--- src/logic/madbr_pkg.sv ---
package madbr_pkg;

  // Matrix dimensions
  localparam int unsigned NMST = 6;
  localparam int unsigned NSLV = 6;

  // Master indices
  localparam logic [2:0] MST_CPU_INSTR = 3'h0;
  localparam logic [2:0] MST_CPU_DATA = 3'h1;
  localparam logic [2:0] MST_PERIPHERAL_DMA_ENGINE = 3'h2;
  localparam logic [2:0] MST_USB_HOST_PORT = 3'h3;
  localparam logic [2:0] MST_IMAGE_SENSOR_IFACE = 3'h4;
  localparam logic [2:0] MST_ETH_MAC = 3'h5;

  // Slave port indices, one bit each in a target vector
  localparam int unsigned SLV_FIRST_INTERNAL_SRAM = 0;
  localparam int unsigned SLV_SECOND_SRAM = 1;
  localparam int unsigned SLV_ROM = 2;
  localparam int unsigned SLV_USB_REGS = 3;
  localparam int unsigned SLV_EXTERNAL_BUS_IFACE = 4;
  localparam int unsigned SLV_PERIPH = 5;

  // First decoding level: 16 banks of 256 Mbytes on addr[31:28]
  localparam int unsigned BANK_MSB = 31;
  localparam int unsigned BANK_LSB = 28;
  localparam logic [3:0] BANK_INTERNAL = 4'h0;
  localparam logic [3:0] BANK_EXT_FIRST = 4'h1;
  localparam logic [3:0] BANK_EXT_LAST = 4'h7;
  localparam logic [3:0] BANK_PERIPH = 4'hf;

  // Second decoding level in bank zero: 1 Mbyte areas on addr[27:20]
  localparam int unsigned AREA_MSB = 27;
  localparam int unsigned AREA_LSB = 20;
  localparam logic [7:0] AREA_BOOT = 8'h00;
  localparam logic [7:0] AREA_ROM = 8'h01;
  localparam logic [7:0] AREA_FIRST_INTERNAL_SRAM = 8'h02;
  localparam logic [7:0] AREA_SRAM1 = 8'h03;
  localparam logic [7:0] AREA_USB_REGS = 8'h05;

  // Populated size of each internal memory inside its 1 Mbyte area
  localparam logic [19:0] SIZE_ROM = 20'h08000;
  localparam logic [19:0] SIZE_SRAM = 20'h01000;
  localparam logic [19:0] SIZE_USB_REGS = 20'h04000;

  // Allowed master-to-slave paths, bit per slave port
  localparam logic [5:0] ACC_CPU = 6'h3f;
  localparam logic [5:0] ACC_DMA = 6'h37;
  localparam logic [5:0] ACC_VIDEO_NET = 6'h13;

  // Reset values
  localparam logic RST_REMAP = 1'b0;
  localparam logic RST_BOOT_ROM = 1'b1;

  // Master request and answer
  typedef struct packed {
    logic valid;
    logic write;
    logic [31:0] addr;
  } madbr_mreq_t;

  typedef struct packed {
    logic grant;
    logic abort;
  } madbr_mrsp_t;

  // Decoder result of one master
  typedef struct packed {
    logic hit;
    logic [5:0] tgt;
    logic [2:0] cs;
    logic [31:0] offs;
  } madbr_dec_t;

  // Request forwarded to a slave port
  typedef struct packed {
    logic valid;
    logic write;
    logic [2:0] master;
    logic [2:0] cs;
    logic [31:0] offs;
  } madbr_sreq_t;

endpackage

--- src/logic/madbr_bootsel.sv ---
`timescale 1ns/100ps
module madbr_bootsel (
  // Clock and reset
  input wire logic clk_i,
  input wire logic sys_rst_i,
  // Boot strap and remap control
  input wire logic boot_select_pin_i,
  input wire logic remap_set_i,
  input wire logic remap_clr_i,
  // Map state
  output logic boot_rom_o,
  output logic boot_ok_o,
  output logic remap_o
);
  import madbr_pkg::*;

  logic sync1_r;
  logic sync2_r;
  logic sync3_r;
  logic boot_rom_r;
  logic boot_ok_r;
  logic remap_r;
  logic remap_nxt;
  logic agree;

  // Pin level counts only once the last two stages agree
  assign agree = (sync2_r == sync3_r);
  // Set wins over a clear in the same cycle
  assign remap_nxt = remap_set_i | (remap_r & ~remap_clr_i);

  // Three-stage synchroniser without reset; the strap is sampled under reset too
  always_ff @(posedge clk_i) begin
    sync1_r <= boot_select_pin_i;
    sync2_r <= sync1_r;
    sync3_r <= sync2_r;
  end

  // Strap caught once after release, then frozen until the next reset
  always_ff @(posedge clk_i) begin
    if (sys_rst_i) begin
      boot_rom_r <= RST_BOOT_ROM;
      boot_ok_r <= 1'b0;
      remap_r <= RST_REMAP;
    end else begin
      if (!boot_ok_r && agree) begin
        boot_rom_r <= sync3_r;
        boot_ok_r <= 1'b1;
      end
      remap_r <= remap_nxt;
    end
  end

  assign boot_rom_o = boot_rom_r;
  assign boot_ok_o = boot_ok_r;
  assign remap_o = remap_r;
endmodule

--- src/logic/madbr_mdec.sv ---
`timescale 1ns/100ps
module madbr_mdec #(
  parameter logic [5:0] ACCESS = 6'h3f,
  parameter logic HAS_BOOT = 1'b0
) (
  // Request address
  input wire logic [31:0] addr_i,
  // Boot map state
  input wire logic boot_rom_i,
  input wire logic boot_ok_i,
  input wire logic remap_i,
  // Decode result
  output madbr_pkg::madbr_dec_t dec_o
);
  import madbr_pkg::*;

  logic [3:0] bank;
  logic [7:0] area;
  logic [19:0] low;
  logic in_int;
  logic in_ext;
  logic in_per;
  logic boot_area;
  logic boot_sram;
  logic boot_rom;
  logic boot_ext;
  logic [5:0] raw;
  logic [2:0] cs;
  logic [31:0] offs;

  // Address fields: bank, 1 Mbyte area, offset in area
  assign bank = addr_i[BANK_MSB:BANK_LSB];
  assign area = addr_i[AREA_MSB:AREA_LSB];
  assign low = addr_i[AREA_LSB-1:0];
  assign in_int = (bank == BANK_INTERNAL);
  assign in_ext = (bank >= BANK_EXT_FIRST) && (bank <= BANK_EXT_LAST);
  assign in_per = (bank == BANK_PERIPH);

  // Boot area only for the processor ports, once the strap is known
  assign boot_area = HAS_BOOT && boot_ok_i && in_int && (area == AREA_BOOT);
  assign boot_sram = boot_area && remap_i && (low < SIZE_SRAM);
  assign boot_rom = boot_area && !remap_i && boot_rom_i && (low < SIZE_ROM);
  assign boot_ext = boot_area && !remap_i && !boot_rom_i;

  // Fixed areas stay visible whatever the boot map says; holes miss
  assign raw[SLV_FIRST_INTERNAL_SRAM] = boot_sram
    || (in_int && (area == AREA_FIRST_INTERNAL_SRAM) && (low < SIZE_SRAM));
  assign raw[SLV_SECOND_SRAM] = in_int && (area == AREA_SRAM1) && (low < SIZE_SRAM);
  assign raw[SLV_ROM] = boot_rom || (in_int && (area == AREA_ROM) && (low < SIZE_ROM));
  assign raw[SLV_USB_REGS] = in_int && (area == AREA_USB_REGS) && (low < SIZE_USB_REGS);
  assign raw[SLV_EXTERNAL_BUS_IFACE] = in_ext || boot_ext;
  assign raw[SLV_PERIPH] = in_per;

  // Each chip select owns one 256 Mbyte bank; boot from chip select zero
  assign cs = in_ext ? 3'(bank - BANK_EXT_FIRST) : 3'h0;
  assign offs = (in_ext || in_per) ? {4'h0, addr_i[AREA_MSB:0]} : {12'h000, low};

  // Forbidden paths are simply not wired
  always_comb begin
    dec_o.tgt = raw & ACCESS;
    dec_o.hit = |(raw & ACCESS);
    dec_o.cs = cs;
    dec_o.offs = offs;
  end
endmodule

--- src/logic/madbr_top.sv ---
// Behaviour
// - Top four address bits pick one of sixteen banks
// - Banks one to seven go to external bus
// - Bank zero holds internal memories, 1 Mbyte areas
// - Bank fifteen goes to the peripheral bridge
// - Unmapped access answers the master with abort
// - Every master has its own decoder instance
// - Each chip select owns one 256 Mbyte bank
// - Forbidden master-to-slave paths are never connected
// - Ethernet master never reaches the peripheral bridge
// - Processor ports see a boot slave at zero
// - First megabyte holds the strap-selected boot memory
// - Strap high, no remap: ROM at zero
// - Strap low, no remap: chip select zero
// - Remap puts first internal SRAM at zero
// - Unaffected memories stay at their fixed bases
// - ROM and SRAMs answer in one matrix cycle
// - Masters proceed concurrently when their slaves differ
`timescale 1ns/100ps
module madbr_top (
  // Clock and reset
  input wire logic clk_i,
  input wire logic sys_rst_i,
  // Boot strap pin and remap control
  input wire logic boot_select_pin_i,
  input wire logic remap_set_i,
  input wire logic remap_clr_i,
  // Master side
  input wire madbr_pkg::madbr_mreq_t mst_req_i [6],
  output madbr_pkg::madbr_mrsp_t mst_rsp_o [6],
  // Slave side
  input wire logic [5:0] slv_rdy_i,
  output madbr_pkg::madbr_sreq_t slv_req_o [6],
  // Map state
  output logic boot_rom_o,
  output logic boot_ok_o,
  output logic remap_o
);
  import madbr_pkg::*;

  // Access map per master, indexed by master number
  localparam logic [5:0] ACC_MAP [6] = '{ACC_CPU, ACC_CPU, ACC_DMA, ACC_DMA,
    ACC_VIDEO_NET, ACC_VIDEO_NET};

  logic boot_rom;
  logic boot_ok;
  logic remap;
  madbr_dec_t dec [6];
  logic [5:0] want [6];
  logic [5:0] won [6];
  logic [5:0] grant;
  logic [5:0] miss;
  logic [5:0] abort_r;
  logic [5:0] abort_nxt;
  madbr_sreq_t sreq_r [6];
  madbr_sreq_t sreq_nxt [6];

  // Boot strap capture and remap state
  madbr_bootsel u_bootsel (
    .clk_i(clk_i),
    .sys_rst_i(sys_rst_i),
    .boot_select_pin_i(boot_select_pin_i),
    .remap_set_i(remap_set_i),
    .remap_clr_i(remap_clr_i),
    .boot_rom_o(boot_rom),
    .boot_ok_o(boot_ok),
    .remap_o(remap)
  );

  // One decoder per master; only the processor ports carry the boot area
  for (genvar m = 0; m < NMST; m++) begin : g_mst
    madbr_mdec #(
      .ACCESS(ACC_MAP[m]),
      .HAS_BOOT(m < 2)
    ) u_dec (
      .addr_i(mst_req_i[m].addr),
      .boot_rom_i(boot_rom),
      .boot_ok_i(boot_ok),
      .remap_i(remap),
      .dec_o(dec[m])
    );

    // A master asks for the slave its decoder selected
    assign want[m] = mst_req_i[m].valid ? dec[m].tgt : 6'h00;
    // A miss is a request with no reachable slave, except a boot-area
    // access from a processor port while the strap is still settling
    assign miss[m] = mst_req_i[m].valid && !dec[m].hit
      && !((m < 2) && !boot_ok && (mst_req_i[m].addr[BANK_MSB:AREA_LSB] == 12'h000));
  end

  // Fixed priority per slave: lowest master number wins a shared slave.
  // Masters on different slaves never block each other.
  for (genvar s = 0; s < NSLV; s++) begin : g_slv
    for (genvar m = 0; m < NMST; m++) begin : g_arb
      if (m == 0) begin : g_first
        assign won[m][s] = want[m][s] && slv_rdy_i[s];
      end else begin : g_rest
        logic [m-1:0] above;
        for (genvar k = 0; k < m; k++) begin : g_above
          assign above[k] = want[k][s];
        end
        assign won[m][s] = want[m][s] && slv_rdy_i[s] && !(|above);
      end
    end
  end

  // A master is granted when its single target slave went to it
  for (genvar m = 0; m < NMST; m++) begin : g_grant
    assign grant[m] = |won[m];
    assign abort_nxt[m] = miss[m];
    // One driver per answer word, so no field is written twice
    assign mst_rsp_o[m] = '{grant: grant[m], abort: abort_r[m]};
  end

  // Next slave request: the winning master's decoded offset, or idle
  always_comb begin
    for (int s = 0; s < NSLV; s++) begin
      sreq_nxt[s] = '0;
      for (int m = NMST - 1; m >= 0; m--) begin
        if (won[m][s]) begin
          sreq_nxt[s].valid = 1'b1;
          sreq_nxt[s].write = mst_req_i[m].write;
          sreq_nxt[s].master = 3'(m);
          sreq_nxt[s].cs = dec[m].cs;
          sreq_nxt[s].offs = dec[m].offs;
        end
      end
    end
  end

  // One register stage toward every slave keeps the internal memories
  // at a single cycle per access without a combinational path through
  // the arbiters into the memory macros
  always_ff @(posedge clk_i) begin
    if (sys_rst_i) begin
      for (int s = 0; s < NSLV; s++) begin
        sreq_r[s] <= '0;
      end
    end else begin
      for (int s = 0; s < NSLV; s++) begin
        sreq_r[s] <= sreq_nxt[s];
      end
    end
  end

  // Abort answer one cycle after the unmapped request
  always_ff @(posedge clk_i) begin
    if (sys_rst_i) begin
      abort_r <= 6'h00;
    end else begin
      abort_r <= abort_nxt;
    end
  end

  // Slave request outputs
  for (genvar s = 0; s < NSLV; s++) begin : g_sout
    assign slv_req_o[s] = sreq_r[s];
  end

  // Map state for observation
  assign boot_rom_o = boot_rom;
  assign boot_ok_o = boot_ok;
  assign remap_o = remap;
endmodule

--- config.mk ---
export PLATFORM = sky130hd
export DESIGN_NAME = madbr_top
export DESIGN_NICKNAME = d
export VERILOG_FILES = /design/src/logic/madbr_pkg.sv /design/src/logic/madbr_bootsel.sv /design/src/logic/madbr_mdec.sv /design/src/logic/madbr_top.sv
export SDC_FILE = /design/constraint.sdc
export NUM_CORES = 1
export LEC_CHECK = 0
export BUFFER_PORTS_ARGS = -buffer_cell sky130_fd_sc_hd__buf_2
export CAP_MARGIN = 5
export CORE_AREA = 2 2 182 184
export CTS_CLUSTER_SIZE = 24
export DETAILED_ROUTE_END_ITERATION = 7
export DIE_AREA = 0 0 184 186
export PLACE_DENSITY_LB_ADDON = 0.25
export SETUP_SLACK_MARGIN = 0.15
export SLEW_MARGIN = 30
export SYNTH_ARGS = -nofsm -noshare
export SYNTH_HDL_FRONTEND = slang
export SYNTH_SLANG_ARGS = --single-unit
export TNS_END_PERCENT = 1
--- constraint.sdc ---
create_clock -name clk_i -period 6.72 [get_ports clk_i]
set_clock_uncertainty 0.1 [all_clocks]
set_input_delay 0.672 -clock clk_i [delete_from_list [all_inputs] [get_ports clk_i]]
set_output_delay 0.672 -clock clk_i [all_outputs]
set_load 0.02 [all_outputs]
### Yosys cells after proc, flatten, opt, wreduce, memory -nomap -nowiden

Memories as Yosys holds them, arrays and structs flattened.
Index checks and enable logic that the tools add are counted.
W data, S select, Z words.

* register bits after elaboration: 12
* RAM bits: 240
* input bits: 215
* output and inout bits: 255
* word-level logic and storage cells: 369
* memories kept: 1

Memories
* sreq_r: words 6, bits a word 40, read ports 6, clocked after Yosys merged registers in 0, write ports 6, line madbr_top.sv:55 `madbr_sreq_t sreq_r [6];`

* $add $sub $neg: 6
* order comparisons: 24
* eq/ne operators: 25
* muxes and demuxes: 63
* bitwise operators: 9
* reduce and logical (&&, ||, !) cells: 234

Operators by type and width (count)
* $mux W40: 42
* $mux W28: 6
* $logic_and A1 B1 Y1: 133
* $lt A20 B13 Y1 const B: 6
* $eq A8 B2 Y1 const B: 12
* $lt A20 B16 Y1 const B: 4
* $reduce_or A6 Y1: 8
* $logic_not A1 Y1: 41
* $lt A20 B15 Y1 const B: 2
* $reduce_or A5 Y1: 8
* $eq A8 B1 Y1 const B: 4
* $eq A4 B4 Y1 const B: 6
* $ge A4 B1 Y1 const B: 6
* $le A4 B3 Y1 const B: 6
* $logic_not A12 Y1: 2
* $logic_not A4 Y1: 6
* $mux W6: 4
* $reduce_or A3 Y1: 8
* $reduce_or A4 Y1: 6
* $mux W3: 6
* $sub A3 B1 Y3 const B: 6
* $eq A8 B3 Y1 const B: 2
* $logic_not A8 Y1: 2
* $logic_or A1 B1 Y1: 12
* other kinds (8): 23

### Depth between registers and ports, before layout

Gate-level depths: netlist of the first run.

* depth in word-level cells: 18
* gate-level depth with buffers: 13

### Cells and area by module

From an unflattened synthesis of the first run, not the netlist that was laid out.

* cells, all modules: 2489
* area total of the unflattened synthesis: 19781.5 µm²

Modules (own cells, without submodules)
* madbr_top: times used 1, cells an instance 2063, area each 16634.7 µm², sequential area each 4924.7 µm²
* madbr_mdec at g_mst[0].u_dec ...: times used 2, cells an instance 76, area each 576.8 µm², sequential area each 0.0 µm²
* madbr_mdec at g_mst[2].u_dec ...: times used 2, cells an instance 65, area each 471.7 µm², sequential area each 0.0 µm²
* madbr_mdec at g_mst[4].u_dec ...: times used 2, cells an instance 64, area each 434.2 µm², sequential area each 0.0 µm²
* madbr_bootsel: times used 1, cells an instance 16, area each 181.4 µm², sequential area each 120.1 µm²

### Least setup slack after synthesis of the first run

No wires, ideal clock.

* path kind: input port to output port
* start point: input port mst_req_i[198] (netlist name)
* end point: output port mst_rsp_o[1] (netlist name)
* data arrival time: 2.781 ns
* required time: 5.948 ns
* setup slack: 3.167 ns
* stages on the path: 11
* buffers on the path: 2
* cell sequence: inv_1 ha_1 or3b_1 or3_4 nor3_4 nor3_2 and3_1 buf_6 buf_6 nor2_1 o21ai_0

RTL lines
* start, declared: line madbr_top.sv:29 `input wire madbr_pkg::madbr_mreq_t mst_req_i [6],`
* end, declared: line madbr_top.sv:30 `output madbr_pkg::madbr_mrsp_t mst_rsp_o [6],`

==> results.json, run 1 <==
{
  "dieArea_sq_mm": 0.03422,
  "yosysSeqAreaShare_pct": 37.33,
  "synth_top_area_cell": "dfxtp_1",
  "power_density_mw_per_mm2": 213.4,
  "seqPwrFrac_pct": 41.7,
  "slowest_stage": "nor4b_1",
  "grt_use_met2_pct": 62.16,
  "ir_drop_mv": 0.1552,
  "path_class": "in -> out",
  "finalCriticalPeriod_ns": 4.888,
  "post_drt_wl_per_cell_um": 28.71,
  "core_area_sq_mm": 0.03221,
  "rows": 66,
  "met1_usage_pct": 46.06,
  "yosysTopAreaCellShare_pct": 37.33,
  "gr-total-overflow": 0,
  "firstDrtPassIters": 6,
  "die_y_um": 186,
  "internal_power_w": 0.002319,
  "synth_async_sr_flop_share_pct": 0,
  "worstSetupEndpointType": "output pin",
  "path_cells": "buf_2, inv_1, ha_1, nor4b_4, nand4b_2, nor4b_1, a21o_1, nor2_2, a211o_1, or3_1, buf_2",
  "synth_ff_type": "dfxtp_1",
  "post-dp-hpwl_um": 50870,
  "io_pins": 470,
  "drive_above_1_share_pct": 29.23,
  "hold_path.class": "in -> reg",
  "critPathRequiredTime_ns": 5.95,
  "ctsHoldBuffers": 0,
  "syn_area_sq_mm": 0.01201,
  "synth_edf_count": 0,
  "io_buffers": 441,
  "worst_setup_path_start_kind": "input port",
  "grt_antenna_before_repair": 7,
  "final_cell_mix": "440 x buf_2, 224 x dfxtp_1, 164 x nor2_1",
  "hold_slack_ns": 0.1335,
  "cts_tree": "done",
  "drtIter0Drc": 2032,
  "setup_viol": 0,
  "globalplace.congestion": 0.9782,
  "via_per_inst": 6.252,
  "grt_pass1_wl_um": 93790,
  "crit_family": "simple AND/OR/NAND/NOR gates",
  "cts_buffer_depth": 3,
  "path_common_cell": "buf_2",
  "outcome": "completed",
  "grt_max_degree": 46,
  "p_leak_nw": 6.874,
  "fin_crit_sh_pct": 72.73,
  "ys_types": 88,
  "cts_setup_buffers": 0,
  "finalMaxSlewViolations": 0,
  "remaining_drc_errors": 0,
  "max-cap-violations": 0,
  "netSwitchingPower_w": 0.0009896,
  "mostFrequentLayoutCell": "buf_2",
  "clock_sinks": 224,
  "met3_usage_pct": 8.335,
  "ant_nets": 0,
  "final_util_pct": 48.15,
  "syn_inst": 1455,
  "rsz0062_at_grt": "no",
  "synthTopCellsByArea": "dfxtp_1 37%, nor2_1 5.2%, o21ai_0 5.2%",
  "drt-total-wl_um": 66880,
  "cp_max_fo": 16,
  "finalSetupTns_ns": 0,
  "fp.dieW_um": 184,
  "grt_util_all_layers_pct": 37.46,
  "fmax_ghz": 0.2046,
  "post_cts_resized": 0,
  "combPwrFrac_pct": 16.8,
  "switching_share_pct": 29.91,
  "placed_cells": 2283,
  "ys_seq_elements": 224,
  "critical_path_buf_inv_count": 3,
  "worst_ep_arrival_time_ns": 4.12,
  "numCtsBuffers": 24,
  "clk_latency_ns": 0.53,
  "clkTransAtPathRegs_ns": 0.06,
  "power_frac_clock_pct": 41.4,
  "finalNetCount": 2141,
  "syn_to_final_growth_pct": 29.09,
  "h-tree-depth": 1,
  "slew_headroom_pct": 33.83,
  "vias": 14568,
  "syn_avg_cell_area_sq_um": 8.255,
  "stdcell_count": 2330,
  "grt-busiest-layer": "met2",
  "start_util_pct": 37.30,
  "worst_pin_slew_ns": 0.9821,
  "grt_pass1_vias": 13853,
  "ys_warn_count": 0,
  "finalHoldViolations": 0,
  "root_buffer": "clkbuf_16",
  "cpPeakStageDelay_ns": 0.59
}
metal layers:
layer | vias up | share of wire, %
li1 | 6318 | -
met1 | 6938 | 38
met2 | 1091 | 46
met3 | 213 | 11
met4 | 8 | 5.2
met5 | - | 0.076
cell type report:
class,count,area (sq um)
fill,3278,16700
clock buffer,31,676.9
antenna,3,7.507
tap,408,510.5
sequential,224,4484
multi-input combinational,1149,7113
timing repair buffer,472,2462
inverter,31,116.4
clock inverter,12,135.1
path summary, 6_finish.rpt:
check	to	cells after the start	start	slack, ns
hold reg to reg	u_bootsel.sync2_r	0	u_bootsel.sync1_r	0.23
setup / recovery	mst_rsp_o[7]	11	mst_req_i[164]	1.83
hold / removal	u_bootsel.sync1_r	1	boot_select_pin_i	0.13
setup reg to reg	sreq_r[4][34]	6	u_bootsel.boot_ok_o	3.14
cells in the mapped netlist (4+ instances only):
| cell type | instances |
|---|---|
| nand3_1 | 19 |
| and3_1 | 16 |
| o221ai_1 | 8 |
| buf_6 | 5 |
| nor2b_1 | 7 |
| or3_1 | 9 |
| nor4b_1 | 20 |
| buf_4 | 31 |
| nor4b_2 | 4 |
| a31oi_1 | 8 |
| buf_2 | 15 |
| a22oi_1 | 17 |
| a311oi_1 | 15 |
| nor2_1 | 168 |
| and2_1 | 12 |
| nand4_1 | 5 |
| a21o_1 | 9 |
| ha_1 | 24 |
| a221oi_2 | 6 |
| a221o_1 | 34 |
| o21ai_0 | 124 |
| nor3_1 | 43 |
| dfxtp_1 | 224 |
| nor4_1 | 17 |
| and4_1 | 4 |
| a222oi_1 | 21 |
| o21bai_1 | 11 |
| o211ai_1 | 10 |
| inv_1 | 31 |
| o32ai_1 | 12 |
| a211oi_1 | 17 |
| a221oi_1 | 67 |
| o22ai_1 | 15 |
| nand2b_1 | 13 |
| nor4_2 | 4 |
| nor3b_1 | 7 |
| a22o_1 | 7 |
| nand2_1 | 120 |
| nand3b_1 | 4 |
| clkbuf_1 | 81 |
| a21oi_1 | 119 |
sequential cells by signal, summed over array words and instances, names as in the netlist:
| signal | flops |
|---|---|
| abort_r | 6 |
| sreq_r | 212 |
| u_bootsel.boot_ok_o | 1 |
| u_bootsel.boot_rom_o | 1 |
| u_bootsel.remap_o | 1 |
| u_bootsel.sync1_r | 1 |
| u_bootsel.sync2_r | 1 |
| u_bootsel.sync3_r | 1 |
through the flow:
stage | worst slack (ns) | instance area (sq um) | power (W)
2_1_floorplan | 3.167 | 12320 | 0.001674
3_3_place_gp | 1.999 | 14660 | 0.001948
3_5_place_dp | 1.960 | 14660 | 0.001948
4_1_cts | 1.947 | 15470 | 0.003309
5_1_grt | 1.732 | 15500 | 0.003414
6_report | 1.832 | 15510 | 0.003309
cell families (layout without fill, tap and decap cells):
family                   Yosys count  in the layout  synth area share (%)
AO/OA/AOI/OAI                    528            528                 30.72
AND/OR/NAND/NOR                  507            507                 22.35
flip-flops                       224            224                 37.33
buffers and inverters            165            546                 6.604
adder cells (fa/ha/maj)           24             24                 2.500
XOR/XNOR                           4              4                0.2917
multiplexers                       2              2                0.1667
other                              1             87               0.03122
power groups by stage:
stage / registers [W] / clock network (W) / logic (W)
2_1_floorplan: 0.00146 / 0 / 0.000217
3_3_place_gp: 0.00141 / 0 / 0.000538
3_5_place_dp: 0.00141 / 0 / 0.000538
4_1_cts: 0.00138 / 0.00139 / 0.000540
5_1_grt: 0.00138 / 0.00145 / 0.000583
6_report: 0.00138 / 0.00137 / 0.000557
Note: power is estimated with default switching activity, not from simulation.
==> inputs of run 2 (changes only) <==
--- a/config.mk
+++ b/config.mk
@@ -5,12 +5,13 @@
 export SDC_FILE = /design/constraint.sdc
 export NUM_CORES = 1
 export LEC_CHECK = 0
+export ABC_AREA = 1
 export BUFFER_PORTS_ARGS = -buffer_cell sky130_fd_sc_hd__buf_2
 export CAP_MARGIN = 5
-export CORE_AREA = 2 2 182 184
+export CORE_AREA = 2 2 183 185
 export CTS_CLUSTER_SIZE = 24
 export DETAILED_ROUTE_END_ITERATION = 7
-export DIE_AREA = 0 0 184 186
+export DIE_AREA = 0 0 185 187
 export PLACE_DENSITY_LB_ADDON = 0.25
 export SETUP_SLACK_MARGIN = 0.15
 export SLEW_MARGIN = 30
==> constraint.sdc (replaced) <==
create_clock -name clk_i -period 4.5 [get_ports clk_i]
set_clock_uncertainty 0.1 [all_clocks]
set_input_delay 0.45 -clock clk_i [delete_from_list [all_inputs] [get_ports clk_i]]
set_output_delay 0.45 -clock clk_i [all_outputs]
set_load 0.02 [all_outputs]
==> run 2 against run 1 <==
  * Total power grew 50%
  * Synthesized area grew 7.0%
  * Combinational power grew 43%
  * Sequential share of layout area shrank 1.3 points
  * Critical path type is now reg -> out
  * Count of clock-buffer cells in the layout is the same
  * Hold slack lost 0.12 ns
  * Die area grew 1.1%
  * Highest routed layer unchanged
==> results.json, run 2 <==
{
  "outcome": "completed",
  "drt-total-wl_um": 64410,
  "post_drt_wl_per_cell_um": 22.52,
  "largest_reg_flops": 212,
  "p_leak_nw": 8.551,
  "hold_depth": 3,
  "worst_ep_arrival_time_ns": 3.34,
  "firstDrtPassIters": 8,
  "path_class": "reg -> out",
  "grt_antenna_before_repair": 6,
  "vias": 15812,
  "mostFrequentLayoutCell": "buf_2",
  "clock_sinks": 224,
  "post-dp-hpwl_um": 51010,
  "root_buffer": "clkbuf_16",
  "synthTopCellsByArea": "dfxtp_1 35%, nor2_1 9.1%, nand2_1 8.7%",
  "yosysMostFrequentCell": "nor2_1",
  "finalMaxSlewViolations": 0,
  "r2r_cells": 11,
  "die_y_um": 187,
  "final_cell_mix": "441 x buf_2, 309 x nor2_1, 297 x nand2_1",
  "synth_edf_count": 0,
  "dieArea_sq_mm": 0.03460,
  "synth_async_sr_flop_share_pct": 0,
  "max-cap-violations": 0,
  "grt_max_degree": 65,
  "ys_seq_elements": 224,
  "r2r_slack_ns": 1.32,
  "finalHoldViolations": 0,
  "rows": 67,
  "path_common_cell": "nand2_1",
  "regMostFlops": "sreq_r",
  "ys_warn_count": 0,
  "grt_util_all_layers_pct": 35.92,
  "setup_viol": 0,
  "ys_types": 45,
  "drive_above_1_share_pct": 24.00,
  "ant_nets": 0,
  "fmax_ghz": 0.2570,
  "clk_latency_ns": 0.55,
  "h-tree-depth": 1,
  "syn_avg_cell_area_sq_um": 6.592,
  "worst_pin_slew_ns": 0.9654,
  "core_area_sq_mm": 0.03286,
  "grt_pass1_wl_um": 92750,
  "start_util_pct": 39.10,
  "hold_path.class": "in -> reg",
  "yosysTopAreaCellShare_pct": 34.90,
  "slew_headroom_pct": 35.41,
  "placed_cells": 2812,
  "numCtsBuffers": 25,
  "io_pins": 470,
  "cts_buffer_depth": 3,
  "power_density_mw_per_mm2": 304.9,
  "finalSetupTns_ns": 0,
  "hp-start": "remap_set_i",
  "gr-total-overflow": 0,
  "cts_tree": "done",
  "critical_path_buf_inv_count": 2,
  "syn_area_sq_mm": 0.01285,
  "synth_top_area_cell": "dfxtp_1",
  "cpPeakStageDelay_ns": 0.61,
  "synth_common_cells": "313 x nor2_1, 297 x nand2_1, 248 x inv_1",
  "drtIter0Drc": 2016,
  "path_cells": "inv_1, nand4_1, nand2_1, nand3_2, nand2_1, nor2_2, nand2_1, nand3_1, buf_2",
  "cp_max_fo": 13,
  "remaining_drc_errors": 0,
  "worstSetupEndpointType": "output pin",
  "whs_endpoint": "u_bootsel.remap_o",
  "fin_crit_sh_pct": 86.47,
  "slowest_stage": "nand2_1",
  "stdcell_count": 2860,
  "finalCriticalPeriod_ns": 3.891,
  "crit_family": "simple AND/OR/NAND/NOR gates",
  "grt_pass1_vias": 14239,
  "post_cts_resized": 0,
  "clkTransAtPathRegs_ns": 0.06,
  "yosysSeqAreaShare_pct": 34.90,
  "worst_setup_path_start_kind": "flip-flop",
  "top_regs": "sreq_r: 212 flops, abort_r: 6 flops",
  "rsz0062_at_grt": "no",
  "critPathRequiredTime_ns": 3.95,
  "via_per_inst": 5.529,
  "syn_to_final_growth_pct": 26.30,
  "globalplace.congestion": 0.9907,
  "rr_startpoint": "u_bootsel.remap_o",
  "finalNetCount": 2631,
  "ir_drop_mv": 0.3076,
  "io_buffers": 441,
  "syn_inst": 1949,
  "rr_endpoint": "sreq_r[4][32]",
  "fp.dieW_um": 185,
  "synth_ff_type": "dfxtp_1"
}
## run 2: cell type report
class,count,area [sq um]
Antenna cell,4,10.01
Clock buffer,31,688.2
Clock inverter,12,135.1
Fill cell,3485,16630
Inverter,271,1017
Multi-Input combinational cell,1406,6950
Sequential cell,224,4484
Tap cell,448,560.5
Timing Repair Buffer,464,2382
## run 2: stage by stage
stage	hold slack [ns]	instance area [sq um]	util (%)	power (W)	setup slack, ns
4_1_cts	0.003789	16220	49.35	0.004937	0.7335
3_5_place_dp	0.2161	15380	46.82	0.002878	1.000
5_1_grt	0.04564	16220	49.37	0.005097	0.5142
2_1_floorplan	0.2096	13160	-	0.002533	1.989
6_report	0.01243	16230	49.38	0.004948	0.6089
3_3_place_gp	0.2135	15380	46.80	0.002877	1.000
## run 2: cells by family after synthesis
family / after synthesis / synth area share, %
other: 1 / 0.02919
adders and majority gates: 24 / 2.337
AOI/OAI and AO/OA: 332 / 14.48
DFF: 224 / 34.90
xor gates and xnor gates: 4 / 0.2726
and+or+nand+nor: 962 / 34.43
buffers and inverters: 402 / 13.55
## run 2: power by group
part / internal [W] / switching [W] / total (W)
clock network: 0.00121 / 0.000880 / 0.00209
registers: 0.00204 / 0.0000250 / 0.00207
logic: 0.000212 / 0.000582 / 0.000794
total: 0.00346 / 0.00149 / 0.00495
## run 2: metal layers
| metal | vias to the layer above | GRT usage [%] | part of all wire (%) |
|---|---|---|---|
| met5 | - | 0 | 0.061 |
| met3 | 123 | 9.034 | 14 |
| met1 | 7243 | 50.14 | 40 |
| met2 | 1195 | 54.32 | 43 |
| met4 | 6 | 10.84 | 3.0 |
| li1 | 7245 | - | - |
## run 2: worst max-delay path by stage
stage | slack (ns) | depth (start not counted) | to | startpoint
2_1_floorplan | 1.99 | 12 | mst_rsp_o[5] | mst_req_i[199]
3_3_place_gp | 1.00 | 10 | mst_rsp_o[5] | mst_req_i[130]
3_5_place_dp | 1.0 | 13 | mst_rsp_o[5] | mst_req_i[198]
4_1_cts | 0.73 | 9 | mst_rsp_o[5] | u_bootsel.remap_o
5_1_grt | 0.51 | 9 | mst_rsp_o[5] | u_bootsel.remap_o
6_report | 0.61 | 9 | mst_rsp_o[5] | u_bootsel.remap_o
## run 2: worst min-delay path, delay by kind of cell
family,cells,cell delay (ns)
buf+inv,1,0.08
simple gates,2,0.10
## run 2: what timing repair did
item                      in CTS  in global routing
hold buffers                   1                  0
setup buffers                  0                  0
hold endpoints to repair       1                  0
==> inputs of run 3 (changes only) <==
--- a/config.mk
+++ b/config.mk
@@ -8,10 +8,10 @@
 export ABC_AREA = 1
 export BUFFER_PORTS_ARGS = -buffer_cell sky130_fd_sc_hd__buf_2
 export CAP_MARGIN = 5
-export CORE_AREA = 2 2 183 185
+export CORE_MARGIN = 2
+export CORE_UTILIZATION = 35
 export CTS_CLUSTER_SIZE = 24
 export DETAILED_ROUTE_END_ITERATION = 7
-export DIE_AREA = 0 0 185 187
 export PLACE_DENSITY_LB_ADDON = 0.25
 export SETUP_SLACK_MARGIN = 0.15
 export SLEW_MARGIN = 30
==> run 3 against run 2 <==
  * Global-route usage decreased by 2.1 points
  * Cell count is 0.94% higher
  * Hold slack improved by 0.019 ns
  * Critical path depth rose by 1
  * First-iteration DRC count is 13% higher
  * Total power grew 3.2%
  * Critical endpoint unchanged
  * Utilization shrank 4.4 points
  * Sequential power barely moved
  * Count of clock-buffer cells in the layout increased by 4
  * Highest routed layer unchanged
  * Sequential share of layout area fell by 0.21 points
  * Design area increased by 0.76%
  * Flip-flop and latch count unchanged
==> results.json, run 3 (same netlist as run 2, synthesis figures left out) <==
{
  "io_pins": 470,
  "drt-total-wl_um": 67540,
  "via_per_inst": 5.476,
  "start_util_pct": 35.35,
  "numCtsBuffers": 26,
  "clock_sinks": 224,
  "final_cell_mix": "441 x buf_2, 309 x nor2_1, 296 x nand2_1",
  "place_area_sq_mm": 0.01543,
  "gr-total-overflow": 0,
  "hold_path.class": "in -> reg",
  "ant_nets": 0,
  "die_y_um": 195.6,
  "post-place-ws_ns": 0.9697,
  "cts_buffer_depth": 3,
  "max-cap-violations": 0,
  "worst_setup_path_start_kind": "flip-flop",
  "power_density_mw_per_mm2": 312.2,
  "h-tree-depth": 1,
  "largest_reg_flops": 212,
  "clkTransAtPathRegs_ns": 0.06,
  "vias": 15810,
  "grt_util_all_layers_pct": 33.80,
  "worstSetupEndpointType": "output pin",
  "globalplace.congestion": 0.9815,
  "finalHoldViolations": 0,
  "rows": 70,
  "ir_drop_mv": 0.2423,
  "cp_max_fo": 13,
  "design_area_sq_mm": 0.01635,
  "p_leak_nw": 8.595,
  "drive_above_1_share_pct": 24.11,
  "dieArea_sq_mm": 0.03826,
  "final_util_pct": 44.98,
  "grt_max_degree": 47,
  "grt_pass1_wl_um": 96310,
  "clk_latency_ns": 0.54,
  "slew_headroom_pct": 29.55,
  "finalNetCount": 2634,
  "post_cts_resized": 0,
  "grt_antenna_before_repair": 7,
  "fmax_ghz": 0.2599,
  "critPathRequiredTime_ns": 3.95,
  "fin_crit_sh_pct": 85.51,
  "path_class": "reg -> out",
  "hold_slack_ns": 0.03160,
  "firstDrtPassIters": 6,
  "path_cells": "inv_1, nor2_1, nand4_1, nand2_1, nand3_2, nand2_1, nor2_2, nand2_1, nand3_1, buf_2",
  "outcome": "completed",
  "grt_pass1_vias": 14422,
  "finalSetupTns_ns": 0,
  "mostFrequentLayoutCell": "buf_2",
  "cts_setup_buffers": 0,
  "remaining_drc_errors": 0,
  "rsz0062_at_grt": "no",
  "post-dp-hpwl_um": 53190,
  "top_regs": "sreq_r: 212 flops, abort_r: 6 flops",
  "setup_viol": 0,
  "root_buffer": "clkbuf_16",
  "path_common_cell": "nand2_1",
  "drtIter0Drc": 2270,
  "cpPeakStageDelay_ns": 0.58,
  "finalCriticalPeriod_ns": 3.848,
  "core_area_sq_mm": 0.03635,
  "post_drt_wl_per_cell_um": 23.39,
  "worst_ep_arrival_time_ns": 3.30,
  "cts_tree": "done",
  "finalMaxSlewViolations": 0,
  "fin_ws_ns": 0.6520,
  "io_buffers": 441,
  "regMostFlops": "sreq_r",
  "slowest_stage": "nand2_1",
  "fp.dieW_um": 195.6,
  "syn_to_final_growth_pct": 27.26,
  "worst_pin_slew_ns": 1.053
}
-- run 3: where the power goes --
part           total (W)  leakage, nW  internal [W]  switching, W
sequential       0.00207         1.83       0.00204     0.0000247
clock            0.00223        0.437       0.00133      0.000905
combinational   0.000804         6.32      0.000213      0.000590
-- run 3: final timing paths --
check	startpoint	to	slack [ns]	cells past startpoint
min	remap_set_i	u_bootsel.remap_o	0.03	3
max reg2reg	u_bootsel.boot_ok_o	sreq_r[2][33]	1.32	11
min reg2reg	u_bootsel.sync1_r	u_bootsel.sync2_r	0.23	0
max	u_bootsel.boot_ok_o	mst_rsp_o[5]	0.65	10
-- run 3: timing repair --
item,in CTS,in global routing
endpoints found under the setup margin,0,0
hold endpoints to repair,1,0
hold buffers,1,0
-- run 3: final cells by class --
type	instances	area, sq um
flip-flops and latches	224	4484
clock inverters	12	160.2
diodes	5	12.51
inverters	271	1017
fillers	3883	20000
multi-input cells	1406	6958
clock buffers	35	735.7
repair buffers	466	2397
well taps	468	585.6
-- run 3: through the flow --
stage               cells  total power, W
floorplan            2032        0.002533
global placement     2834        0.002886
detailed placement   2834        0.002886
CTS                  2882        0.005111
global route         2884        0.005260
finish               2887        0.005105
-- run 3: layer usage --
metal	vias up	part of all wire, %	track usage (%)
li1	7239	-	-
met1	7239	43	47.71
met2	1169	41	49.78
met3	161	12	8.636
met4	2	3.7	11.48
met5	-	0.0044	0
-- run 3: worst max-delay path: cells and delay by family, from the launching register on --
kind                   cells  cell delay [ns]
DFF                        1             0.35
and+or+nand+nor            8             1.95
buffers and inverters      2             0.44
